===== src/slpo_pkg.sv =====
/*
  Package for the status lamp pattern and magnetic override block.
  Holds register offsets, reset values, timing constants and shared types.
  Assumes a 100 MHz system clock.
*/
package slpo_pkg;

  // ------------------------------------------------------------------
  // Timing
  // ------------------------------------------------------------------
  localparam int unsigned CLK_HZ = 100_000_000;
  localparam int unsigned TICK_MS = 1;
  localparam int unsigned TICK_CYCLES = CLK_HZ / 1000 * TICK_MS;
  localparam logic [12:0] TEACH_ON_MS = 13'h0064;
  localparam logic [12:0] TEACH_OFF_MS = 13'h0064;
  localparam logic [12:0] UPPER_MS = 13'h007d;
  localparam logic [12:0] LOWER_MS = 13'h00fa;
  localparam logic [12:0] SLOW_MS = 13'h01f4;
  localparam logic [12:0] LONG_MS = 13'h01c2;
  localparam logic [12:0] SHORT_MS = 13'h0032;
  localparam logic [12:0] MAINT_ON_MS = 13'h03e8;
  localparam logic [12:0] MAINT_OFF_MS = 13'h0bb8;
  localparam logic [12:0] HOLD_MS = 13'h0bb8;
  localparam logic [1:0] BURST_COUNT = 2'h3;

  // ------------------------------------------------------------------
  // Register map
  // ------------------------------------------------------------------
  localparam logic [7:0] CTRL_OFS = 8'h00;
  localparam logic [7:0] STAT_OFS = 8'h04;
  localparam logic [7:0] EVT_OFS = 8'h08;
  localparam logic [31:0] CTRL_RESET = 32'h0000_0001;

  // Control bits.
  localparam int CTRL_OVR_EN = 0;
  localparam int CTRL_MANUAL = 1;
  localparam int CTRL_PV1 = 2;
  localparam int CTRL_MAINT_EN = 3;
  localparam int CTRL_AS_VARIANT = 4;
  localparam int CTRL_SERVICE = 5;

  // Lamp colours.
  typedef enum logic [1:0] {
    SLPO_OFF,
    SLPO_GREEN,
    SLPO_YELLOW,
    SLPO_RED
  } slpo_colour_t;

  // Condition inputs from the valve and teach logic.
  typedef struct packed {
    logic closed;
    logic open;
    logic upper_lift;
    logic lower_lift;
    logic slow_fault;
    logic internal_fault;
    logic maint_due;
  } slpo_cond_t;

  // One-cycle events from the teach logic.
  typedef struct packed {
    logic teach_ok;
    logic no_target;
    logic too_close;
  } slpo_evt_t;

endpackage


===== src/slpo_top.sv =====
/*
  Status lamp pattern generator with magnetic manual override of pilot
  valve one, reached by software over AXI4-Lite.
  Assumes condition and event inputs are synchronous to mclk, while the
  magnet sensor and colour switches are asynchronous pins.
*/
// Functional notes
// - Steady valve-state colour when nothing else applies.
// - Teach success: three 100 ms blinks, state colour.
// - Target not found: three fault-colour blinks.
// - Position within 0.5 mm: reject, three fault blinks.
// - Override while disabled: ignore, three fault blinks.
// - Upper seat lift: 125/125 ms open colour.
// - Lower seat lift: 250/250 ms open colour.
// - Listed fault conditions: fault-colour blinking, 500/500 ms slow fault, 450/50 ms internal fault.
// - Service or override: 50 on, 450 off.
// - Maintenance due: 1 s on, 3 s showing position.
// - Automatic mode override forces pilot one on.
// - Override ignored in manual mode.
// - Override never turns pilot one off.
// - Override enable register, default enabled.
// - Override active reports fault bit or mode.
// - Position feedback unchanged while override active.
// - Three-second magnet hold toggles override.
// - Power-up clears override, standard mode.
// - Colour switches select closed/open/fault colours.
`timescale 1ns/100ps
module slpo_top
  import slpo_pkg::*;
#(
  parameter int unsigned TICK_DIV = TICK_CYCLES
) (
  input wire logic mclk,
  input wire logic rst,
  input wire logic [7:0] s_axi_awaddr,
  input wire logic s_axi_awvalid,
  output logic s_axi_awready,
  input wire logic [31:0] s_axi_wdata,
  input wire logic [3:0] s_axi_wstrb,
  input wire logic s_axi_wvalid,
  output logic s_axi_wready,
  output logic [1:0] s_axi_bresp,
  output logic s_axi_bvalid,
  input wire logic s_axi_bready,
  input wire logic [7:0] s_axi_araddr,
  input wire logic s_axi_arvalid,
  output logic s_axi_arready,
  output logic [31:0] s_axi_rdata,
  output logic [1:0] s_axi_rresp,
  output logic s_axi_rvalid,
  input wire logic s_axi_rready,
  input wire slpo_cond_t cond,
  input wire slpo_evt_t evt,
  input wire logic magnet_pin,
  input wire logic colour_select_lo,
  input wire logic colour_select_hi,
  output slpo_colour_t status_lamp,
  output logic pilot_valve_one,
  output logic fault_bit,
  output logic manual_mode_active,
  output logic position_feedback
);

  // ------------------------------------------------------------------
  // Pin synchronisers
  // ------------------------------------------------------------------
  logic [2:0] sync1;
  logic [2:0] sync2;

  // Two flops on every asynchronous pin.
  always_ff @(posedge mclk or posedge rst) begin
    if (rst) begin
      sync1 <= 3'h0;
      sync2 <= 3'h0;
    end else begin
      sync1 <= {magnet_pin, colour_select_hi, colour_select_lo};
      sync2 <= sync1;
    end
  end

  wire logic magnet = sync2[2];

  // ------------------------------------------------------------------
  // Millisecond tick
  // ------------------------------------------------------------------
  logic [31:0] div_cnt;
  logic tick;

  // Divides the clock down to a one-cycle pulse per millisecond.
  always_ff @(posedge mclk or posedge rst) begin
    if (rst) begin
      div_cnt <= 32'h0;
      tick <= 1'b0;
    end else begin
      tick <= (div_cnt == TICK_DIV - 1);
      div_cnt <= (div_cnt == TICK_DIV - 1) ? 32'h0 : div_cnt + 32'h1;
    end
  end

  // ------------------------------------------------------------------
  // Register bus
  // ------------------------------------------------------------------
  logic [31:0] ctrl;
  logic [2:0] evt_seen;
  logic aw_held;
  logic w_held;
  logic [7:0] aw_addr;
  logic [31:0] w_data;
  logic [3:0] w_strb;
  logic override;
  logic burst_busy;

  wire logic wr_go = aw_held && w_held && !s_axi_bvalid;

  // Write channel: address and data taken independently, then answered.
  always_ff @(posedge mclk or posedge rst) begin
    if (rst) begin
      aw_held <= 1'b0;
      w_held <= 1'b0;
      aw_addr <= 8'h0;
      w_data <= 32'h0;
      w_strb <= 4'h0;
      s_axi_bvalid <= 1'b0;
      s_axi_bresp <= 2'h0;
    end else begin
      if (s_axi_awvalid && s_axi_awready) begin
        aw_held <= 1'b1;
        aw_addr <= s_axi_awaddr;
      end
      if (s_axi_wvalid && s_axi_wready) begin
        w_held <= 1'b1;
        w_data <= s_axi_wdata;
        w_strb <= s_axi_wstrb;
      end
      if (wr_go) begin
        aw_held <= 1'b0;
        w_held <= 1'b0;
        s_axi_bvalid <= 1'b1;
        s_axi_bresp <= (aw_addr == CTRL_OFS || aw_addr == EVT_OFS) ? 2'h0 : 2'h2;
      end else if (s_axi_bvalid && s_axi_bready) begin
        s_axi_bvalid <= 1'b0;
      end
    end
  end

  assign s_axi_awready = !aw_held && !s_axi_bvalid;
  assign s_axi_wready = !w_held && !s_axi_bvalid;

  // Control register; the override enable resets to enabled.
  always_ff @(posedge mclk or posedge rst) begin
    if (rst) begin
      ctrl <= CTRL_RESET;
    end else if (wr_go && aw_addr == CTRL_OFS && w_strb[0]) begin
      ctrl[7:0] <= w_data[7:0];
    end
  end

  // Sticky teach event record; a new event wins over a clear.
  always_ff @(posedge mclk or posedge rst) begin
    if (rst) begin
      evt_seen <= 3'h0;
    end else begin
      evt_seen <= (evt_seen & ~((wr_go && aw_addr == EVT_OFS) ? w_data[2:0] : 3'h0))
                  | {evt.too_close, evt.no_target, evt.teach_ok};
    end
  end

  // Read channel.
  always_ff @(posedge mclk or posedge rst) begin
    if (rst) begin
      s_axi_arready <= 1'b0;
      s_axi_rvalid <= 1'b0;
      s_axi_rdata <= 32'h0;
      s_axi_rresp <= 2'h0;
    end else begin
      s_axi_arready <= !s_axi_rvalid && !s_axi_arready;
      if (s_axi_arvalid && s_axi_arready) begin
        s_axi_rvalid <= 1'b1;
        s_axi_rresp <= 2'h0;
        unique case (s_axi_araddr)
          CTRL_OFS: s_axi_rdata <= {24'h0, ctrl[7:0]};
          STAT_OFS: s_axi_rdata <= {26'h0, sync2[1:0], burst_busy, pilot_valve_one,
                                    manual_mode_active, override};
          EVT_OFS: s_axi_rdata <= {29'h0, evt_seen};
          default: begin
            s_axi_rdata <= 32'h0;
            s_axi_rresp <= 2'h2;
          end
        endcase
      end else if (s_axi_rvalid && s_axi_rready) begin
        s_axi_rvalid <= 1'b0;
      end
    end
  end

  // ------------------------------------------------------------------
  // Magnetic override
  // ------------------------------------------------------------------
  logic [12:0] hold_ms;
  logic hold_done;
  logic refuse_evt;
  wire logic hold_full = tick && hold_ms == HOLD_MS - 13'h1;

  // Counts a continuous magnet hold; a release restarts the count.
  always_ff @(posedge mclk or posedge rst) begin
    if (rst) begin
      hold_ms <= 13'h0;
      hold_done <= 1'b0;
    end else if (!magnet) begin
      hold_ms <= 13'h0;
      hold_done <= 1'b0;
    end else if (hold_full && !hold_done) begin
      hold_done <= 1'b1;
    end else if (tick && !hold_done) begin
      hold_ms <= hold_ms + 13'h1;
    end
  end

  // Toggles the override once per full hold, cleared by power-up reset.
  always_ff @(posedge mclk or posedge rst) begin
    if (rst) begin
      override <= 1'b0;
      refuse_evt <= 1'b0;
    end else begin
      refuse_evt <= 1'b0;
      if (ctrl[CTRL_MANUAL]) begin
        override <= 1'b0;
      end else if (hold_full && !hold_done) begin
        if (ctrl[CTRL_OVR_EN]) begin
          override <= !override;
        end else begin
          refuse_evt <= 1'b1;
        end
      end else if (!ctrl[CTRL_OVR_EN]) begin
        override <= 1'b0;
      end
    end
  end

  // Pilot one follows the controller, ORed with the override.
  always_ff @(posedge mclk or posedge rst) begin
    if (rst) begin
      pilot_valve_one <= 1'b0;
      fault_bit <= 1'b0;
      manual_mode_active <= 1'b0;
    end else begin
      pilot_valve_one <= ctrl[CTRL_PV1] | override;
      fault_bit <= override && ctrl[CTRL_AS_VARIANT];
      manual_mode_active <= override && !ctrl[CTRL_AS_VARIANT];
    end
  end

  // ------------------------------------------------------------------
  // Lamp patterns
  // ------------------------------------------------------------------
  slpo_colour_t col_closed;
  slpo_colour_t col_open;
  slpo_colour_t col_fault;
  logic [5:0] col_word;

  // Colour switch decode into one packed word of closed, open and fault colours.
  always_comb begin
    unique case (sync2[1:0])
      2'b00: col_word = {SLPO_GREEN, SLPO_YELLOW, SLPO_RED};
      2'b01: col_word = {SLPO_YELLOW, SLPO_GREEN, SLPO_RED};
      2'b10: col_word = {SLPO_GREEN, SLPO_RED, SLPO_YELLOW};
      2'b11: col_word = {SLPO_RED, SLPO_GREEN, SLPO_YELLOW};
    endcase
  end

  // Each colour is cast back out of the word, so no enum is written as a slice.
  assign col_closed = slpo_colour_t'(col_word[5:4]);
  assign col_open = slpo_colour_t'(col_word[3:2]);
  assign col_fault = slpo_colour_t'(col_word[1:0]);

  slpo_colour_t state_col;
  assign state_col = cond.open ? col_open : (cond.closed ? col_closed : SLPO_OFF);

  // Three-blink burst sequencer.
  logic [1:0] burst_left;
  logic burst_on;
  logic [12:0] burst_ms;
  slpo_colour_t burst_col;
  wire logic fault_evt = evt.no_target || evt.too_close || refuse_evt;

  // Bursts run to completion; a new event is taken only when idle.
  always_ff @(posedge mclk or posedge rst) begin
    if (rst) begin
      burst_left <= 2'h0;
      burst_on <= 1'b0;
      burst_ms <= 13'h0;
      burst_col <= SLPO_OFF;
    end else if (!burst_busy && (evt.teach_ok || fault_evt)) begin
      burst_left <= BURST_COUNT;
      burst_on <= 1'b1;
      burst_ms <= 13'h0;
      burst_col <= fault_evt ? col_fault : state_col;
    end else if (burst_busy && tick) begin
      if (burst_ms == (burst_on ? TEACH_ON_MS : TEACH_OFF_MS) - 13'h1) begin
        burst_ms <= 13'h0;
        burst_on <= !burst_on;
        if (!burst_on) begin
          burst_left <= burst_left - 2'h1;
        end
      end else begin
        burst_ms <= burst_ms + 13'h1;
      end
    end
  end

  assign burst_busy = burst_left != 2'h0;

  // Continuous pattern selection, highest priority first.
  logic [12:0] pat_on;
  logic [12:0] pat_off;
  logic pat_blink;
  logic pat_fault;
  logic pat_maint;
  always_comb begin
    pat_on = 13'h0;
    pat_off = 13'h0;
    pat_blink = 1'b1;
    pat_fault = 1'b1;
    pat_maint = 1'b0;
    if (cond.internal_fault) begin
      pat_on = LONG_MS;
      pat_off = SHORT_MS;
    end else if (cond.slow_fault) begin
      pat_on = SLOW_MS;
      pat_off = SLOW_MS;
    end else if (override || ctrl[CTRL_SERVICE]) begin
      pat_on = SHORT_MS;
      pat_off = LONG_MS;
    end else if (cond.maint_due && ctrl[CTRL_MAINT_EN]) begin
      pat_on = MAINT_ON_MS;
      pat_off = MAINT_OFF_MS;
      pat_maint = 1'b1;
    end else if (cond.upper_lift) begin
      pat_on = UPPER_MS;
      pat_off = UPPER_MS;
      pat_fault = 1'b0;
    end else if (cond.lower_lift) begin
      pat_on = LOWER_MS;
      pat_off = LOWER_MS;
      pat_fault = 1'b0;
    end else begin
      pat_blink = 1'b0;
      pat_fault = 1'b0;
    end
  end

  // Free-running phase of the continuous pattern.
  logic pat_phase;
  logic [12:0] pat_ms;
  always_ff @(posedge mclk or posedge rst) begin
    if (rst) begin
      pat_phase <= 1'b1;
      pat_ms <= 13'h0;
    end else if (!pat_blink) begin
      pat_phase <= 1'b1;
      pat_ms <= 13'h0;
    end else if (tick) begin
      if (pat_ms >= (pat_phase ? pat_on : pat_off) - 13'h1) begin
        pat_ms <= 13'h0;
        pat_phase <= !pat_phase;
      end else begin
        pat_ms <= pat_ms + 13'h1;
      end
    end
  end

  // Lamp output; bursts take precedence over every continuous pattern.
  always_ff @(posedge mclk or posedge rst) begin
    if (rst) begin
      status_lamp <= SLPO_OFF;
    end else if (burst_busy) begin
      status_lamp <= burst_on ? burst_col : SLPO_OFF;
    end else if (pat_maint && !pat_phase) begin
      status_lamp <= state_col;
    end else if (pat_phase) begin
      status_lamp <= pat_fault ? col_fault : (pat_blink ? col_open : state_col);
    end else begin
      status_lamp <= SLPO_OFF;
    end
  end

  // Position feedback tracks the valve regardless of the override.
  always_ff @(posedge mclk or posedge rst) begin
    if (rst) begin
      position_feedback <= 1'b0;
    end else begin
      position_feedback <= cond.open;
    end
  end

  // ------------------------------------------------------------------
  // Checks
  // ------------------------------------------------------------------
  chk_pilot_forced: assert property (@(posedge mclk) disable iff (rst)
    override |=> pilot_valve_one)
    else $error("Override did not force pilot one on.");

  chk_pilot_not_off: assert property (@(posedge mclk) disable iff (rst)
    ctrl[CTRL_PV1] ##1 ctrl[CTRL_PV1] |-> pilot_valve_one)
    else $error("Commanded pilot one turned off.");

  chk_manual_ignores: assert property (@(posedge mclk) disable iff (rst)
    ctrl[CTRL_MANUAL] |=> !override)
    else $error("Override active in manual mode.");

  chk_toggle_hold: assert property (@(posedge mclk) disable iff (rst)
    $changed(override) && !$past(ctrl[CTRL_MANUAL]) && $past(ctrl[CTRL_OVR_EN])
      |-> $past(hold_full))
    else $error("Override changed without a full hold.");

  chk_refuse_disabled: assert property (@(posedge mclk) disable iff (rst)
    hold_full && !hold_done && !ctrl[CTRL_OVR_EN] && !ctrl[CTRL_MANUAL] |=> refuse_evt)
    else $error("Disabled override not refused.");

  chk_report_mode: assert property (@(posedge mclk) disable iff (rst)
    override && $stable(override) && $stable(ctrl[CTRL_AS_VARIANT])
      |-> (fault_bit == ctrl[CTRL_AS_VARIANT]) && (manual_mode_active != fault_bit))
    else $error("Override not reported.");

  chk_burst_start: assert property (@(posedge mclk) disable iff (rst)
    !burst_busy && evt.teach_ok |=> burst_left == BURST_COUNT && burst_on)
    else $error("Teach burst did not start.");

  chk_burst_shows: assert property (@(posedge mclk) disable iff (rst)
    burst_busy && burst_on |=> status_lamp == $past(burst_col))
    else $error("Burst not shown on lamp.");

  chk_feedback: assert property (@(posedge mclk) disable iff (rst)
    ##1 position_feedback == $past(cond.open))
    else $error("Position feedback not following valve.");

endmodule


===== config.mk =====
export PLATFORM = sky130hd
export DESIGN_NAME = slpo_top
export DESIGN_NICKNAME = d
export VERILOG_FILES = /design/src/slpo_pkg.sv /design/src/slpo_top.sv
export SDC_FILE = /design/constraint.sdc
export NUM_CORES = 1
export LEC_CHECK = 0
export BUFFER_PORTS_ARGS = -buffer_cell sky130_fd_sc_hd__buf_2
export CORE_MARGIN = 2
export CORE_UTILIZATION = 50
export DETAILED_ROUTE_END_ITERATION = 10
export HOLD_SLACK_MARGIN = 0.06
export PLACE_DENSITY = 0.72
export SYNTH_ARGS = -nofsm -noshare
export SYNTH_HDL_FRONTEND = slang
export SYNTH_SLANG_ARGS = --single-unit

===== constraint.sdc =====
create_clock -name mclk -period 7.9 [get_ports mclk]
set_clock_uncertainty 0.1 [all_clocks]
set_input_delay 1.58 -clock mclk [delete_from_list [all_inputs] [get_ports mclk]]
set_output_delay 1.58 -clock mclk [all_outputs]
set_load 0.02 [all_outputs]

==> run metrics <==
outcome finished clean; Worst Path Max Fanout 13; final worst slack approximately 2.7 ns; initial antenna violation count 0; Leakage around 3.7 nW; clk sinks roughly 140; Cells after Synth 662; Critical Path Start Type input pin; Hold Vio Cnt, Final 0; Slowest Stage Delay on Critical Path 0.80 ns; Slew Viols, Final 0; largest net degree at the start of global routing 93; H-tree depth 4; Initial DRC Count 250; die area 14,890 sq um; TNS Setup 0 ns; predominant post-synthesis flop cell dfrtp_1; Chip Width 122.0 um; P&R area growth vs syn 14.17%; clock tree buffer depth 2; IO Count between 100 and 150; Unique masters post-synth 55; Fmax achieved 193.4 MHz; GR Overflow Total 0; vias in the first global route 5,120; min cycle time layout 5.171 ns; CTS tree built; Place WS 2.333 ns; CTS Root Cell clkbuf_16; Pwr per Cell Area 232.4 nW/um^2; Post-Synthesis Cell Area 6965 sq um; DP HPWL 10,390 um; Die Span Y between 100 and 150 um; CP arrival 5.41 ns; worst skew pair latency 0.43 ns; Post-synth EDFFs 0; Setup CP Type in -> reg; Hold Slack around 0.25 ns; final period utilization 0.6546; Mean Syn Cell Area roughly 11 sq um; unrepaired setup endpoints after global routing false; Vias/cell 5.447; VDD IR max 0.1554 mV; register area share after synthesis 0.4890; global-route wire length before repair 24,580 um; Hold Path Class reg -> reg; Worst-path clk slew 0.07 ns; Power Total 1.848 mW; core area 13,720 sq um; worst path required time 8.14 ns; Final ANT Viol Nets 0; via count slightly above 5k; share of layout cells above drive strength 1 0.2046; critical-path cell list buf_2, nor4_4, nand2_1, nor3_2, nand2_1, and3_1, ha_1, and4_1, a41oi_1, a21oi_2, mux2i_1; leading area contributor after synthesis dfrtp_1; Placed Area 7355 sq um; ant diodes 0; GP Congestion ~0.84; Critical Path End Type flip-flop; Total GRT Usage 0.2122; Design Area, Final 7953 sq um; WL final approximately 14,000 um; CTS resizes 0; Setup Buffers After CTS 0; nets@finish 821; CP max-delay cell nor3_2; relative slew slack 0.2453; Yosys reg bits 136; drc violations 0; Synth async-reset ratio 1.000; number of max-cap violations 0; Starting Density 0.5077; CTS Hold Buffers Added 0; port bufs 65; Ys Warns 0; Avg WL per Cell roughly 16 um; Synth area leaders dfrtp_1, mux2_2, xnor2_1; drt pass-1 iters 4; row cnt 43; most used cell, CP nand2_1; final setup fails 0; Slew @ Worst Pin 1.132 ns; total CTS buffers 17; share of the synthesized area in the top cell type 0.4814
## stage by stage
step             util  cells
2_1_floorplan       -    687
3_3_place_gp   0.5361    891
3_5_place_dp   0.5361    891
4_1_cts        0.5797    923
5_1_grt        0.5797    923
6_report       0.5797    923
## area by class of cell
class	count	area, sq um
Tap cell	180	225.2
Clock buffer	17	425.4
Timing Repair Buffer	67	340.3
Clock inverter	15	172.7
Fill cell	1184	5767
Inverter	19	76.32
Sequential cell	136	3406
Multi-Input combinational cell	489	3307
## metal layers
layer  share of wire  vias to the layer above  wire (um)  global-route usage
met4           0.023                        0        338             0.09052
met3           0.040                       23        574             0.05431
met2            0.50                      125       7313              0.3467
met1            0.43                     2457       6259              0.2676
li1                -                     2423          -                   -
met5               0                        -          0                   0
## sequential cells by signal, summed over array words and instances, names as in the netlist, 2 cells and up
name and cells:
sync2 3, w_data 8, ctrl 8, burst_col 2
s_axi_rdata 8, burst_left 2, burst_ms 13, sync1 3
evt_seen 3, aw_addr 8, pat_ms 13, div_cnt 32
status_lamp 2, hold_ms 13
## Yosys cell counts, drive strengths merged (2+ instances only)
cell / n
or2: 3
and4: 11
nand2b: 3
xnor2: 33
inv: 19
nor3b: 4
a41oi: 2
a21oi: 27
xor2: 29
or3: 8
mux2i: 5
a21boi: 4
nand2: 59
or4: 2
nand3b: 4
o22ai: 4
mux2: 28
a22o: 5
dfrtp: 134
nand4: 18
o21ai: 27
and2: 13
and3: 7
nor4: 11
nor4b: 5
a211oi: 3
nor3: 22
nand3: 23
or4bb: 2
a31oi: 6
ha: 19
nor2b: 11
clkbuf: 14
a21o: 8
buf: 29
nor2: 45
o21a: 3
dfstp: 2
## power by group
group | total (mW) | switching [mW] | leakage (nW) | internal [mW]
clock network | 0.796 | 0.344 | 0.289 | 0.452
registers | 0.819 | 0.0518 | 1.77 | 0.767
logic | 0.233 | 0.128 | 1.66 | 0.104
## path summary, 6_finish.rpt
path / slack [ns] / to / start / depth (start not counted)
max: 2.73 / pat_phase / cond[1] / 11
min: 0.25 / sync2[2] / sync1[2] / 0
min reg2reg: 0.25 / sync2[2] / sync1[2] / 0
max reg2reg: 3.43 / pat_phase / override / 10
max in group asynchronous: 5.17 / burst_ms[6] / rst / 3
min in group asynchronous: 1.06 / div_cnt[23] / rst / 2
## kinds of logic (layout without fill, tap and decap cells)
family                   count (synthesis)  in the layout  share of synthesized area
multiplexers                            33             33                    0.05245
XOR/XNOR                                62             62                    0.07796
AO/OA/AOI/OAI                           96             96                    0.08730
buffers and inverters                   62            118                    0.04976
flip-flops                             136            136                     0.4890
adder cells (fa/ha/maj)                 19             19                    0.03413
other                                    1             26                  0.0005384
AND/OR/NAND/NOR                        253            253                     0.2089
## critical path: cells and delay by family
family / cells / cell delay, ns
buffers and inverters: 1 / 0.18
AO/OA/AOI/OAI: 2 / 0.83
adder cells (fa/ha/maj): 1 / 0.30
AND/OR/NAND/NOR: 6 / 2.25
multiplexers: 1 / 0.27
## placed cells by master (no fill, tap or decap), types with 5 or more instances in the layout
| cell type | count |
|---|---|
| a21o_1 | 8 |
| nand2_1 | 59 |
| nor2b_1 | 11 |
| and3_1 | 7 |
| conb_1 | 26 |
| inv_6 | 5 |
| nand3_1 | 23 |
| xor2_1 | 29 |
| clkbuf_16 | 17 |
| inv_8 | 6 |
| nor4_1 | 8 |
| and2_1 | 13 |
| nor2_1 | 45 |
| xnor2_1 | 33 |
| ha_1 | 19 |
| o21ai_0 | 27 |
| a31oi_1 | 5 |
| a21oi_1 | 26 |
| nor3_2 | 10 |
| nor3_1 | 12 |
| a22o_1 | 5 |
| nand4_1 | 18 |
| and4_1 | 11 |
| dfrtp_1 | 134 |
| inv_1 | 18 |
| buf_2 | 65 |
| mux2_2 | 28 |
| or3_1 | 8 |
| mux2i_1 | 5 |
No activity file was read; power rests on OpenSTA's default activity.
